File: config.mk
export PLATFORM = sky130hd
export DESIGN_NAME = ipc_ctrl
export DESIGN_NICKNAME = d
export VERILOG_FILES = /design/src/ipc_pkg.sv /design/src/ipc_ctrl.sv
export SDC_FILE = /design/constraint.sdc
export NUM_CORES = 1
export LEC_CHECK = 0
export CELL_PAD_IN_SITES_DETAIL_PLACEMENT = 1
export CELL_PAD_IN_SITES_GLOBAL_PLACEMENT = 2
export CORE_MARGIN = 8
export CORE_UTILIZATION = 38
export CTS_BUF_LIST = sky130_fd_sc_hd__clkbuf_4 sky130_fd_sc_hd__clkbuf_8
export DETAILED_ROUTE_END_ITERATION = 16
export DONT_BUFFER_PORTS = 1
export GPL_ROUTABILITY_DRIVEN = 0
export PLACE_DENSITY = 0.89
export RECOVER_POWER = 100
export SYNTH_ARGS = -nofsm -noshare
export SYNTH_HDL_FRONTEND = slang
export SYNTH_SLANG_ARGS = --single-unit
File: constraint.sdc
create_clock -name pclk -period 2.8 [get_ports pclk]
set_clock_uncertainty 0.2 [all_clocks]
set_input_delay 0.14 -clock pclk [delete_from_list [all_inputs] [get_ports pclk]]
set_output_delay 0.14 -clock pclk [all_outputs]
set_load 0.05 [all_outputs]
File: src/ipc_pkg.sv
// Package for the two-wire port control block: register map, field
// positions, reset values, mode codes, engine states and pad carrier.
// Assumes a 32-bit APB bus and byte-wide registers in the low bits.
package ipc_pkg;
  // Byte addresses of the registers
  localparam logic [7:0] ADDR_CTRL1 = 8'h00;
  localparam logic [7:0] ADDR_BUF = 8'h04;
  localparam logic [7:0] ADDR_BAUD = 8'h08;
  localparam logic [7:0] ADDR_AUX = 8'h0C;
  localparam logic [7:0] ADDR_STAT = 8'h10;
  localparam logic [7:0] ADDR_IRQS = 8'h14;
  localparam logic [7:0] ADDR_IRQM = 8'h18;
  // Control register 1 fields
  localparam int CTL_WRITE_COLLISION_FLAG = 7;
  localparam int CTL_OVF = 6;
  localparam int CTL_EN = 5;
  localparam int CTL_CKP = 4;
  // Auxiliary control fields
  localparam int AUX_TX = 0;
  localparam int AUX_GO = 1;
  localparam int AUX_FSCL = 2;
  localparam int AUX_FSDA = 3;
  // Status fields
  localparam int ST_RXF = 0;
  localparam int ST_BUSY = 1;
  localparam int ST_BUSBUSY = 2;
  localparam int ST_SCL = 3;
  localparam int ST_SDA = 4;
  // Interrupt status and mask fields
  localparam int IRQ_WRITE_COLLISION_FLAG = 0;
  localparam int IRQ_OVF = 1;
  localparam int IRQ_BYTE = 2;
  localparam int IRQ_START = 3;
  localparam int IRQ_STOP = 4;
  localparam int IRQ_W = 5;
  // Reset values
  localparam logic [7:0] CTRL1_RST = 8'h00;
  localparam logic [7:0] BAUD_RST = 8'h00;
  localparam logic [7:0] AUX_RST = 8'h0C;
  localparam logic [4:0] IRQ_RST = 5'h00;
  // Mode select codes
  localparam logic [3:0] MODE_S10I = 4'hF;
  localparam logic [3:0] MODE_S7I = 4'hE;
  localparam logic [3:0] MODE_FW = 4'hB;
  localparam logic [3:0] MODE_MST = 4'h8;
  localparam logic [3:0] MODE_S10 = 4'h7;
  localparam logic [3:0] MODE_S7 = 4'h6;
  // Last data bit index and ack slot index
  localparam logic [3:0] LAST_BIT = 4'h7;
  localparam logic [3:0] ACK_BIT = 4'h8;
  // Hardware master engine states
  typedef enum logic [2:0] {
    MS_IDLE = 3'b001,
    MS_LOW = 3'b010,
    MS_HIGH = 3'b100
  } ipc_mst_e;
  // Open-drain pad pair, output value and enable for each line
  typedef struct packed {
    logic scl_o;
    logic scl_oe;
    logic sda_o;
    logic sda_oe;
  } ipc_pad_s;
endpackage : ipc_pkg
File: src/ipc_ctrl.sv
// Two-wire port control block: control register, shift buffer, master
// and slave shift engines, pin ownership and interrupt logic.
// Assumes an APB master on pclk and pads resolved outside the block.
// Function
// - A master-mode buffer write that cannot start sets the collision flag.
// - A slave-transmit buffer write during shifting sets the collision flag.
// - The collision flag means nothing while receiving.
// - A byte completing while the buffer is unread sets the overflow flag.
// - Setting the enable bit gives both pins to the port.
// - Clearing the enable bit hands both pins back to general I/O.
// - In slave mode the release bit frees the clock, clear stretches it.
// - In master mode the release bit has no effect.
// - Codes 1110 and 0110 pick 7-bit slave, with and without start/stop irq.
// - Codes 1111 and 0111 pick 10-bit slave, with and without irq.
// - Code 1011 picks firmware master with the slave logic idle.
// - Code 1000 picks hardware master, clock is fosc/(4*(reload+1)).
// - Any other mode code leaves the two-wire logic inactive.
`timescale 1ns/1ps
module ipc_ctrl (
  input wire logic pclk,
  input wire logic presetn,
  input wire logic psel,
  input wire logic penable,
  input wire logic pwrite,
  input wire logic [7:0] paddr,
  input wire logic [31:0] pwdata,
  output logic [31:0] prdata,
  output logic pready,
  output logic pslverr,
  input wire logic scl_i,
  input wire logic sda_i,
  input wire ipc_pkg::ipc_pad_s gpio_pad,
  output ipc_pkg::ipc_pad_s pad_q,
  output logic irq
);
  import ipc_pkg::*;

  // ******************************************************
  // Mode decode
  // ******************************************************
  function automatic logic is_slave(input logic [3:0] m);
    is_slave = (m == MODE_S7) || (m == MODE_S10) ||
               (m == MODE_S7I) || (m == MODE_S10I);
  endfunction : is_slave

  logic [7:0] ctrl1_q;
  logic [7:0] buf_q;
  logic [7:0] baud_q;
  logic [7:0] aux_q;
  logic [4:0] irqs_q;
  logic [4:0] irqm_q;
  logic rx_full_q;
  logic [3:0] mode;
  logic en;
  logic m_slv;
  logic m_mst;
  logic m_fw;
  logic m_ssirq;
  assign mode = ctrl1_q[3:0];
  assign en = ctrl1_q[CTL_EN];
  assign m_slv = en && is_slave(mode);
  assign m_mst = en && (mode == MODE_MST);
  assign m_fw = en && (mode == MODE_FW);
  assign m_ssirq = m_slv && mode[3];

  // ******************************************************
  // Pin synchronisers and bus condition detect
  // ******************************************************
  logic [1:0] scl_sy_q;
  logic [1:0] sda_sy_q;
  logic scl_p_q;
  logic sda_p_q;
  logic bus_busy_q;
  logic scl_s;
  logic sda_s;
  logic scl_rise;
  logic scl_fall;
  logic start_ev;
  logic stop_ev;
  assign scl_s = scl_sy_q[1];
  assign sda_s = sda_sy_q[1];
  assign scl_rise = scl_s && !scl_p_q;
  assign scl_fall = !scl_s && scl_p_q;
  assign start_ev = scl_s && scl_p_q && !sda_s && sda_p_q;
  assign stop_ev = scl_s && scl_p_q && sda_s && !sda_p_q;

  // Two-stage sync then one delay for edges
  always_ff @(posedge pclk or negedge presetn) begin
    if (!presetn) begin
      scl_sy_q <= 2'b11;
      sda_sy_q <= 2'b11;
      scl_p_q <= 1'b1;
      sda_p_q <= 1'b1;
    end else begin
      scl_sy_q <= {scl_sy_q[0], scl_i};
      sda_sy_q <= {sda_sy_q[0], sda_i};
      scl_p_q <= scl_s;
      sda_p_q <= sda_s;
    end
  end

  // Bus busy from start until stop
  always_ff @(posedge pclk or negedge presetn) begin
    if (!presetn) begin
      bus_busy_q <= 1'b0;
    end else if (start_ev) begin
      bus_busy_q <= 1'b1;
    end else if (stop_ev || !en) begin
      bus_busy_q <= 1'b0;
    end
  end

  // ******************************************************
  // APB access decode
  // ******************************************************
  logic acc;
  logic wr;
  logic rd_buf;
  logic wr_buf;
  logic map_hit;
  assign acc = psel && penable && pready;
  assign wr = acc && pwrite;
  assign rd_buf = acc && !pwrite && (paddr == ADDR_BUF);
  assign wr_buf = wr && (paddr == ADDR_BUF);
  assign map_hit = (paddr == ADDR_CTRL1) || (paddr == ADDR_BUF) ||
                   (paddr == ADDR_BAUD) || (paddr == ADDR_AUX) ||
                   (paddr == ADDR_STAT) || (paddr == ADDR_IRQS) ||
                   (paddr == ADDR_IRQM);

  // ******************************************************
  // Hardware master engine
  // ******************************************************
  ipc_mst_e ms_q;
  logic [8:0] div_q;
  logic [3:0] ms_cnt_q;
  logic [7:0] ms_sr_q;
  logic ms_tx_q;
  logic tick;
  logic ms_can_go;
  logic ms_write_collision_flag;
  logic ms_go;
  logic ms_done;
  assign tick = (div_q == {baud_q, 1'b1});
  assign ms_can_go = m_mst && (ms_q == MS_IDLE) && !bus_busy_q;
  assign ms_write_collision_flag = wr_buf && m_mst && aux_q[AUX_TX] && !ms_can_go;
  assign ms_go = ms_can_go && ((wr_buf && aux_q[AUX_TX]) ||
                 (wr && paddr == ADDR_AUX && pwdata[AUX_GO]));
  assign ms_done = (ms_q == MS_HIGH) && tick && (ms_cnt_q == ACK_BIT);

  // Half-period divider, held while a slave stretches the clock
  always_ff @(posedge pclk or negedge presetn) begin
    if (!presetn) begin
      div_q <= 9'h000;
    end else if (ms_q == MS_IDLE || tick) begin
      div_q <= 9'h000;
    end else if (ms_q == MS_LOW || scl_s) begin
      div_q <= div_q + 9'h001;
    end
  end

  // Master byte sequencer, eight data bits plus ack slot
  always_ff @(posedge pclk or negedge presetn) begin
    if (!presetn) begin
      ms_q <= MS_IDLE;
      ms_cnt_q <= 4'h0;
      ms_sr_q <= 8'h00;
      ms_tx_q <= 1'b0;
    end else if (!m_mst) begin
      ms_q <= MS_IDLE;
    end else begin
      case (ms_q)
        MS_IDLE: begin
          if (ms_go) begin
            ms_q <= MS_LOW;
            ms_cnt_q <= 4'h0;
            ms_tx_q <= aux_q[AUX_TX];
            ms_sr_q <= aux_q[AUX_TX] ? pwdata[7:0] : 8'h00;
          end
        end
        MS_LOW: begin
          if (tick) begin
            ms_q <= MS_HIGH;
          end
        end
        MS_HIGH: begin
          if (tick) begin
            if (ms_cnt_q != ACK_BIT) begin
              ms_sr_q <= {ms_sr_q[6:0], ms_tx_q ? 1'b0 : sda_s};
            end
            ms_cnt_q <= ms_cnt_q + 4'h1;
            ms_q <= (ms_cnt_q == ACK_BIT) ? MS_IDLE : MS_LOW;
          end
        end
        default: begin
          ms_q <= MS_IDLE;
        end
      endcase
    end
  end

  // ******************************************************
  // Slave engine, idle outside slave modes
  // ******************************************************
  logic [3:0] sl_cnt_q;
  logic [7:0] sl_sr_q;
  logic sl_busy_q;
  logic sl_tx;
  logic sl_write_collision_flag;
  logic sl_rx_done;
  assign sl_tx = m_slv && aux_q[AUX_TX];
  assign sl_write_collision_flag = wr_buf && sl_tx && sl_busy_q;
  assign sl_rx_done = m_slv && !aux_q[AUX_TX] && scl_rise &&
                      (sl_cnt_q == LAST_BIT);

  // Shift in on clock rise, shift out on clock fall
  always_ff @(posedge pclk or negedge presetn) begin
    if (!presetn) begin
      sl_cnt_q <= 4'h0;
      sl_sr_q <= 8'h00;
      sl_busy_q <= 1'b0;
    end else if (!m_slv) begin
      sl_cnt_q <= 4'h0;
      sl_busy_q <= 1'b0;
    end else if (start_ev) begin
      sl_cnt_q <= 4'h0;
    end else if (sl_tx) begin
      if (wr_buf && !sl_busy_q) begin
        sl_sr_q <= pwdata[7:0];
        sl_busy_q <= 1'b1;
        sl_cnt_q <= 4'h0;
      end else if (sl_busy_q && scl_fall) begin
        sl_sr_q <= {sl_sr_q[6:0], 1'b1};
        sl_cnt_q <= sl_cnt_q + 4'h1;
        sl_busy_q <= (sl_cnt_q != LAST_BIT);
      end
    end else if (scl_rise) begin
      sl_sr_q <= {sl_sr_q[6:0], sda_s};
      sl_cnt_q <= (sl_cnt_q == LAST_BIT) ? 4'h0 : sl_cnt_q + 4'h1;
    end
  end

  // ******************************************************
  // Receive buffer and overflow
  // ******************************************************
  logic rx_done;
  logic [7:0] rx_byte;
  logic ovf_ev;
  assign rx_done = sl_rx_done || (ms_done && !ms_tx_q);
  assign rx_byte = sl_rx_done ? {sl_sr_q[6:0], sda_s} : ms_sr_q;
  assign ovf_ev = rx_done && rx_full_q;

  // New byte only lands in an empty buffer
  always_ff @(posedge pclk or negedge presetn) begin
    if (!presetn) begin
      buf_q <= 8'h00;
      rx_full_q <= 1'b0;
    end else if (rx_done && !rx_full_q) begin
      buf_q <= rx_byte;
      rx_full_q <= 1'b1;
    end else if (rd_buf || !en) begin
      rx_full_q <= 1'b0;
    end
  end

  // ******************************************************
  // Software registers
  // ******************************************************
  // Control register, hardware flag set beats software clear
  always_ff @(posedge pclk or negedge presetn) begin
    if (!presetn) begin
      ctrl1_q <= CTRL1_RST;
    end else begin
      if (wr && paddr == ADDR_CTRL1) begin
        ctrl1_q <= pwdata[7:0];
      end
      if (ms_write_collision_flag || sl_write_collision_flag) begin
        ctrl1_q[CTL_WRITE_COLLISION_FLAG] <= 1'b1;
      end
      if (ovf_ev) begin
        ctrl1_q[CTL_OVF] <= 1'b1;
      end
    end
  end

  // Baud reload and auxiliary control, go bit self-clears
  always_ff @(posedge pclk or negedge presetn) begin
    if (!presetn) begin
      baud_q <= BAUD_RST;
      aux_q <= AUX_RST;
    end else begin
      if (wr && paddr == ADDR_BAUD) begin
        baud_q <= pwdata[7:0];
      end
      if (wr && paddr == ADDR_AUX) begin
        aux_q <= pwdata[7:0] & ~(8'h01 << AUX_GO);
      end
    end
  end

  // Sticky interrupt status, write one clears, set wins
  logic [4:0] irq_ev;
  assign irq_ev = {m_ssirq && stop_ev, m_ssirq && start_ev, rx_done,
                   ovf_ev, ms_write_collision_flag || sl_write_collision_flag};
  always_ff @(posedge pclk or negedge presetn) begin
    if (!presetn) begin
      irqs_q <= IRQ_RST;
      irqm_q <= IRQ_RST;
      irq <= 1'b0;
    end else begin
      if (wr && paddr == ADDR_IRQS) begin
        irqs_q <= (irqs_q & ~pwdata[4:0]) | irq_ev;
      end else begin
        irqs_q <= irqs_q | irq_ev;
      end
      if (wr && paddr == ADDR_IRQM) begin
        irqm_q <= pwdata[4:0];
      end
      irq <= |(irqs_q & irqm_q);
    end
  end

  // APB answer, one wait state, registered data
  logic [7:0] stat;
  assign stat = {3'b000, sda_s, scl_s, bus_busy_q,
                 (ms_q != MS_IDLE) || sl_busy_q, rx_full_q};
  always_ff @(posedge pclk or negedge presetn) begin
    if (!presetn) begin
      pready <= 1'b0;
      pslverr <= 1'b0;
      prdata <= 32'h0000_0000;
    end else if (psel && penable && !pready) begin
      pready <= 1'b1;
      pslverr <= !map_hit;
      case (paddr)
        ADDR_CTRL1: prdata <= {24'h000000, ctrl1_q};
        ADDR_BUF: prdata <= {24'h000000, buf_q};
        ADDR_BAUD: prdata <= {24'h000000, baud_q};
        ADDR_AUX: prdata <= {24'h000000, aux_q};
        ADDR_STAT: prdata <= {24'h000000, stat};
        ADDR_IRQS: prdata <= {27'h0000000, irqs_q};
        ADDR_IRQM: prdata <= {27'h0000000, irqm_q};
        default: prdata <= 32'h0000_0000;
      endcase
    end else begin
      pready <= 1'b0;
      pslverr <= 1'b0;
    end
  end

  // ******************************************************
  // Pad ownership
  // ******************************************************
  logic scl_low;
  logic sda_low;
  assign scl_low = (m_mst && ms_q == MS_LOW) ||
                   (m_slv && !ctrl1_q[CTL_CKP]) ||
                   (m_fw && !aux_q[AUX_FSCL]);
  assign sda_low = (m_mst && ms_q != MS_IDLE && ms_tx_q &&
                    ms_cnt_q != ACK_BIT && !ms_sr_q[7]) ||
                   (sl_tx && sl_busy_q && !sl_sr_q[7]) ||
                   (m_fw && !aux_q[AUX_FSDA]);

  // Port drives low only, else general I/O owns the pins
  always_ff @(posedge pclk or negedge presetn) begin
    if (!presetn) begin
      pad_q <= '0;
    end else if (en) begin
      pad_q <= '{1'b0, scl_low, 1'b0, sda_low};
    end else begin
      pad_q <= gpio_pad;
    end
  end
endmodule : ipc_ctrl

=== After elaboration in Yosys (flattened, before gate mapping) ===
Cells that the tools add are included.

* Add/subtract/negate cells: 3
* Eq/ne operators: 33
* Multiplexer cells: 46
* Bitwise logic cells: 6
* Reductions and logical operators: 112

{| class="wikitable"
|+ Operator list
! cell !! count
|-
| 2-to-1 mux 8 bit || 10
|-
| logical AND 1 bit || 56
|-
| case mux 8 bit (7 select lines) || 1
|-
| 2-to-1 mux 4 bit || 10
|-
| equality test 8 x 5 -> 1 bit (second input constant) || 3
|-
| logical OR 1 bit || 21
|-
| equality test 4 bit (second input constant) || 5
|-
| logical NOT 1 bit || 19
|-
| 2-to-1 mux 9 bit || 2
|-
| equality test 8 x 4 -> 1 bit (second input constant) || 2
|-
| case mux 8 bit (2 select lines) || 1
|-
| 2-to-1 mux 1 bit || 14
|-
| nonzero test 2 bit || 7
|-
| equality test 4 x 3 -> 1 bit (second input constant) || 3
|-
| 2-to-1 mux 3 bit || 4
|-
| bitwise AND 5 bit || 2
|-
| OR 5 bit || 2
|-
| adder 9 x 1 -> 9 bit (second input constant) || 1
|-
| equality test 9 bit || 1
|-
| inequality test 3 x 1 -> 1 bit (second input constant) || 3
|-
| inequality test 3 bit (second input constant) || 3
|-
| case mux 3 bit (3 select lines) || 1
|-
| AND reduction 3 bit || 3
|-
| adder 4 x 1 -> 4 bit (second input constant) || 2
|-
| 20 further kinds || 24
|}

* Register bits: 126
* Input port bits: 51
* Output and inout bits: 39

=== Depth between registers and ports, before layout ===
* Word-level depth: 12
* Mapped depth: 8

=== Least setup slack after synthesis ===
OpenSTA, ideal clock, no wires.

* Kind: reg-to-reg
* Start point: reg ms_q[1]
* End point: reg buf_q[0]
* Library setup time: 125 ps
* Arrival: 2375 ps
* Setup slack: 100 ps
* Cell stages (with the launch flop): 6
* Path buffers: 0
* Period minus slack after synthesis: 2700 ps
* Path through: dfrtp_1 > or3b_1 > or3_1 > or4_4 > a21oi_4 > mux2_2

* Longest elaborated chain between the ends: 6

{| class="wikitable"
|+ RTL lines
! element !! line !! source
|-
| start, declared || ipc_ctrl.sv:133 || <nowiki>ipc_mst_e ms_q;</nowiki>
|-
| start signal, assigned || ipc_ctrl.sv:191 || <nowiki>ms_q <= (ms_cnt_q == ACK_BIT) ? MS_IDLE : MS_LOW;</nowiki>
|-
| equality test 3 bit || ipc_ctrl.sv:148 || <nowiki>assign ms_done = (ms_q == MS_HIGH) && tick && (ms_cnt_q == ACK_BIT);</nowiki>
|-
| logical AND 1 bit (2 in series) || ipc_ctrl.sv:148 ||
|-
| logical AND 1 bit || ipc_ctrl.sv:248 || <nowiki>assign rx_done = sl_rx_done || (ms_done && !ms_tx_q);</nowiki>
|-
| logical OR 1 bit || ipc_ctrl.sv:248 ||
|-
| logical AND 1 bit || ipc_ctrl.sv:257 || <nowiki>end else if (rx_done && !rx_full_q) begin</nowiki>
|-
| end signal, assigned || ipc_ctrl.sv:258 || <nowiki>buf_q <= rx_byte;</nowiki>
|-
| end, declared || ipc_ctrl.sv:47 || <nowiki>logic [7:0] buf_q;</nowiki>
|}

No other way between the ends.
A chain may end at the register's enable or synchronous reset.

=== Worst setup path after layout ===
* Start point: in paddr[4]
* End point: reg ctrl1_q[7]

* Longest elaborated chain between the ends: 7
* Elaborated cells between the ends (all ways): 12
* Those cells by class: eq/ne: 1; mux: 1; reduce/logical: 10

{| class="wikitable"
|+ RTL lines
! element !! line !! source
|-
| start, declared || ipc_ctrl.sv:25 || <nowiki>input wire logic [7:0] paddr,</nowiki>
|-
| equality test 8 x 3 -> 1 bit || ipc_ctrl.sv:124 || <nowiki>assign wr_buf = wr && (paddr == ADDR_BUF);</nowiki>
|-
| logical AND 1 bit || ipc_ctrl.sv:124 ||
|-
| logical AND 1 bit (3 in series) || ipc_ctrl.sv:145 || <nowiki>assign ms_write_collision_flag = wr_buf && m_mst && aux_q[AUX_TX] && !ms_can_go;</nowiki>
|-
| logical OR 1 bit || ipc_ctrl.sv:276 || <nowiki>if (ms_write_collision_flag || sl_write_collision_flag) begin</nowiki>
|-
| 2-to-1 mux 1 bit or nonzero test 2 bit (tied branches) || -- ||
|-
| end signal, assigned || ipc_ctrl.sv:274 || <nowiki>ctrl1_q <= pwdata[7:0];</nowiki>
|-
| end, declared || ipc_ctrl.sv:46 || <nowiki>logic [7:0] ctrl1_q;</nowiki>
|}

Several ways; a longest one is shown, not always the timed one.

==> results.sh <==
export IMPL_wl_per_cell_um=22.5
export IMPL_crit_top_cell="dlygate4sd3_1"
export IMPL_synth_cells=505
export IMPL_synth_top_area_cell="dfrtp_1"
export IMPL_synth_cell_type_count=67
export IMPL_critPathSlowestCell="dlygate4sd3_1"
export IMPL_synthToLayoutAreaGrowth_pct=15.0
export IMPL_firstDrtPassIters=7
export IMPL_drtIter0Drc=432
export IMPL_core_area_um2=13800
export IMPL_post_route_min_period_ns=2.78
export IMPL_ys_warn_count=0
export IMPL_finalSetupViolCount=0
export IMPL_grt_pass1_wl_um=26700
export IMPL_antenna_found_initial=2
export IMPL_switching_share_pct=25.5
export IMPL_cts_buffer_depth=2
export IMPL_peakVddDrop_v=0.000195
export IMPL_fmax_mhz=360
export IMPL_drc=0
export IMPL_die_w_um=135
export IMPL_layout_nets=611
export IMPL_grt_setup_unrepaired="yes"
export IMPL_cts_tree="done"
export IMPL_synth_area_per_cell_um2=10.6
export IMPL_p_comb_share_pct=7.4
export IMPL_grt_ovfl_total=0
export IMPL_ant_nets=0
export IMPL_grt_usage_pct=19.0
export IMPL_leakage_nw=2.84
export IMPL_cp_start_kind="primary input"
export IMPL_grt_pass1_vias=4609
export IMPL_yosys_area_top_type_share_pct=43.4
export IMPL_viasPerCell=5.87
export IMPL_dieArea_um2=18200
export IMPL_end_kind="register"
export IMPL_seq_area_frac_synth_pct=47.8
export IMPL_num_vias=4357
export IMPL_clk_latency_ns=0.39
export IMPL_hp_class="in2reg"
export IMPL_power_internal_w=0.00205
export IMPL_place_area_um2=5600
export IMPL_final_area_um2=6170
export IMPL_crit_type="in2reg"
export IMPL_finalHoldViolCount=0
export IMPL_io_pins=90
export IMPL_async_flop_share_pct=100
export IMPL_drv_slew=0
export IMPL_cts_root_buf="clkbuf_8"
export IMPL_hpwl_um=11700
export IMPL_synth_flop_cell="dfrtp_1"
export IMPL_fin_crit_sh_pct=99.3
export IMPL_syn_area_um2=5370
export IMPL_synth_edf_count=0
export IMPL_reg2reg_slack_ns=0.05
export IMPL_synth_top_cells_by_area="dfrtp_1, mux2_2, dfstp_2, nand2_1, buf_4"
export IMPL_htree_levels=3
export IMPL_critPathMaxStageDelay_ns=0.67
export IMPL_cts_reportedPaths_clkPinSlew_ns=0.10
export IMPL_ys_seq_elements=102
export IMPL_cp_arrival_ns=2.91
export IMPL_pwr_share_seq_pct=55.5
export IMPL_critical_path_max_fanout=7
export IMPL_wirelength_um=16700
export IMPL_outcome="finished clean"
export IMPL_fp_dieH_um=135
export IMPL_switchingPower_w=0.000704
export IMPL_grt_max_degree=103
export IMPL_cp_cell_sequence="dlygate4sd3_1 > nor4_2 > dlygate4sd3_1 > nand4_1 > o21ai_0 > dlygate4sd3_1"
export IMPL_powerDensity_nw_per_um2=447
export IMPL_num_rows=43
export IMPL_numCtsBuffers=9
export IMPL_pwr_share_clk_pct=37.2
export IMPL_layout_setup_ws_ns=0.0191
export IMPL_portBuffers=0
export IMPL_post_place_ws_ns=-0.0143
export IMPL_clkSinkCount=102
export IMPL_drv_cap=0
export IMPL_initial_utilization_pct=38.8
export IMPL_critPathRequiredTime_ns=2.93
export IMPL_drive_gt1_share_pct=21.9
export IMPL_worst_pin_slew_ns=1.41
export IMPL_slew_headroom_pct=6.13
-- worst paths after layout --
kind,start,end,cells past startpoint
worst max-delay path,paddr[4],ctrl1_q[7]$_DFFE_PN0P_,6
worst min-delay path,paddr[2],prdata[1]$_DFFE_PN0P_,4
worst max register to register,ms_cnt_q[1]$_DFFE_PN0P_,buf_q[3]$_DFFE_PN0P_,7
worst min register to register,scl_sy_q[0]$_DFF_PN1_,scl_sy_q[1]$_DFF_PN1_,0
max in group asynchronous,presetn,sl_cnt_q[2]$_DFFE_PN0P_,2
min in group asynchronous,presetn,ms_sr_q[5]$_DFFE_PN0P_,2
-- sequential cells by signal, summed over array words and instances, names as in the netlist, 2 cells and up --
register	count
irqm_q	5
sl_sr_q	8
div_q	9
buf_q	8
pad_q	4
baud_q	8
sda_sy_q	2
sl_cnt_q	4
ms_cnt_q	4
aux_q	7
ctrl1_q	8
irqs_q	5
scl_sy_q	2
ms_sr_q	8
prdata	8
ms_q	3
-- cell families after synthesis --
group | after synthesis | synth area share (%)
adder cells (fa/ha/maj) | 4 | 0.933
buffers and inverters | 54 | 5.50
AND/OR/NAND/NOR | 169 | 17.0
XOR/XNOR | 16 | 2.61
multiplexers | 64 | 13.2
flip-flops | 102 | 47.8
other | 1 | 0.0699
AO/OA/AOI/OAI | 95 | 12.9
-- what timing repair did --
item                                    in CTS  in global routing
hold endpoints to repair                   166                  0
setup buffers                                1                  5
hold buffers                                31                  0
pin swaps                                    1                  1
cloned                                       0                  0
gates resized for setup                      1                  6
endpoints found under the setup margin      15                 23
-- worst max-delay path, delay by kind of cell --
kind	cells	cell delay (ns)
and+or+nand+nor	2	0.60
buffers and inverters	3	1.89
AOI/OAI and AO/OA	1	0.28
-- Yosys cell counts, drive strengths merged (3+ instances only) --
master    n
a21o      3
a21oi    22
a221o     3
a222oi    7
a22o      4
a22oi     5
a31o      3
a32oi     3
and3      6
and4b     3
buf      28
clkbuf   17
dfrtp    93
dfstp     9
ha        4
inv       9
mux2     54
mux2i    10
nand2    51
nand3    20
nand3b    5
nand4     8
nor2     32
nor2b     3
nor3      8
nor4      7
nor4b     4
o2111ai   3
o21ai    19
o31ai     3
or3       5
or3b      4
xnor2    10
xor2      6
-- layer usage --
layer | routed length (um) | vias to the layer above | global-route usage, % | share of wire, %
met1 | 7030 | 2205 | 24.0 | 42
met5 | 13 | - | 0 | 0.078
li1 | - | 1925 | - | -
met3 | 1270 | 46 | 4.61 | 7.6
met2 | 7870 | 179 | 29.9 | 47
met4 | 548 | 2 | 8.80 | 3.3
-- per-stage QoR --
| step | total power [W] | TNS (ns) | utilization, % | std cells | hold slack, ns |
|---|---|---|---|---|---|
| final | 0.00276 | 0 | 44.6 | 742 | 0.0559 |
| after CTS | 0.00278 | 0 | 44.6 | 736 | 0.00866 |
| after floorplan | 0.00170 | 0 | - | 528 | -0.356 |
| after global placement | 0.00168 | 0 | 40.5 | 688 | -0.346 |
| after global routing | 0.00285 | -0.318 | 44.6 | 741 | 0.0441 |
| after detailed placement | 0.00168 | -0.0285 | 40.5 | 688 | -0.347 |
-- power by group through the flow --
stage	combinational, W	sequential, W	clock, W
floorplan	0.000140	0.00156	0
global placement	0.000121	0.00156	0
detailed placement	0.000123	0.00156	0
CTS	0.000207	0.00153	0.00105
global route	0.000217	0.00153	0.00111
finish	0.000204	0.00153	0.00102
-- area by class of cell --
type / count / area, um2
well taps: 180 / 225
multi-input cells: 372 / 2610
repair buffers: 62 / 518
diodes: 1 / 2.50
clock buffers: 15 / 188
inverters: 9 / 33.8
fillers: 1529 / 7650
flip-flops and latches: 102 / 2560
clock inverters: 1 / 30.0
-- cells in the final DEF, fill, tap and decap left out, types with 4 or more instances in the layout --
cell type      count
conb_1            24
nor2_1            32
mux2i_1           10
ha_1               4
a222oi_1           7
clkbuf_1           6
dfstp_2            7
clkbuf_4           4
or3_1              4
inv_1              7
nor4_1             4
nand3_1           20
a22o_1             4
nor3_1             8
a21oi_1           21
and3_1             6
o21ai_0           18
dlygate4sd3_1     30
nand4_1            7
xnor2_1           10
a22oi_1            5
nand3b_1           5
buf_4             25
dfrtp_1           93
mux2_2            54
clkbuf_8          12
xor2_1             6
nand2_1           51
(Power assumes the default switching activity.)
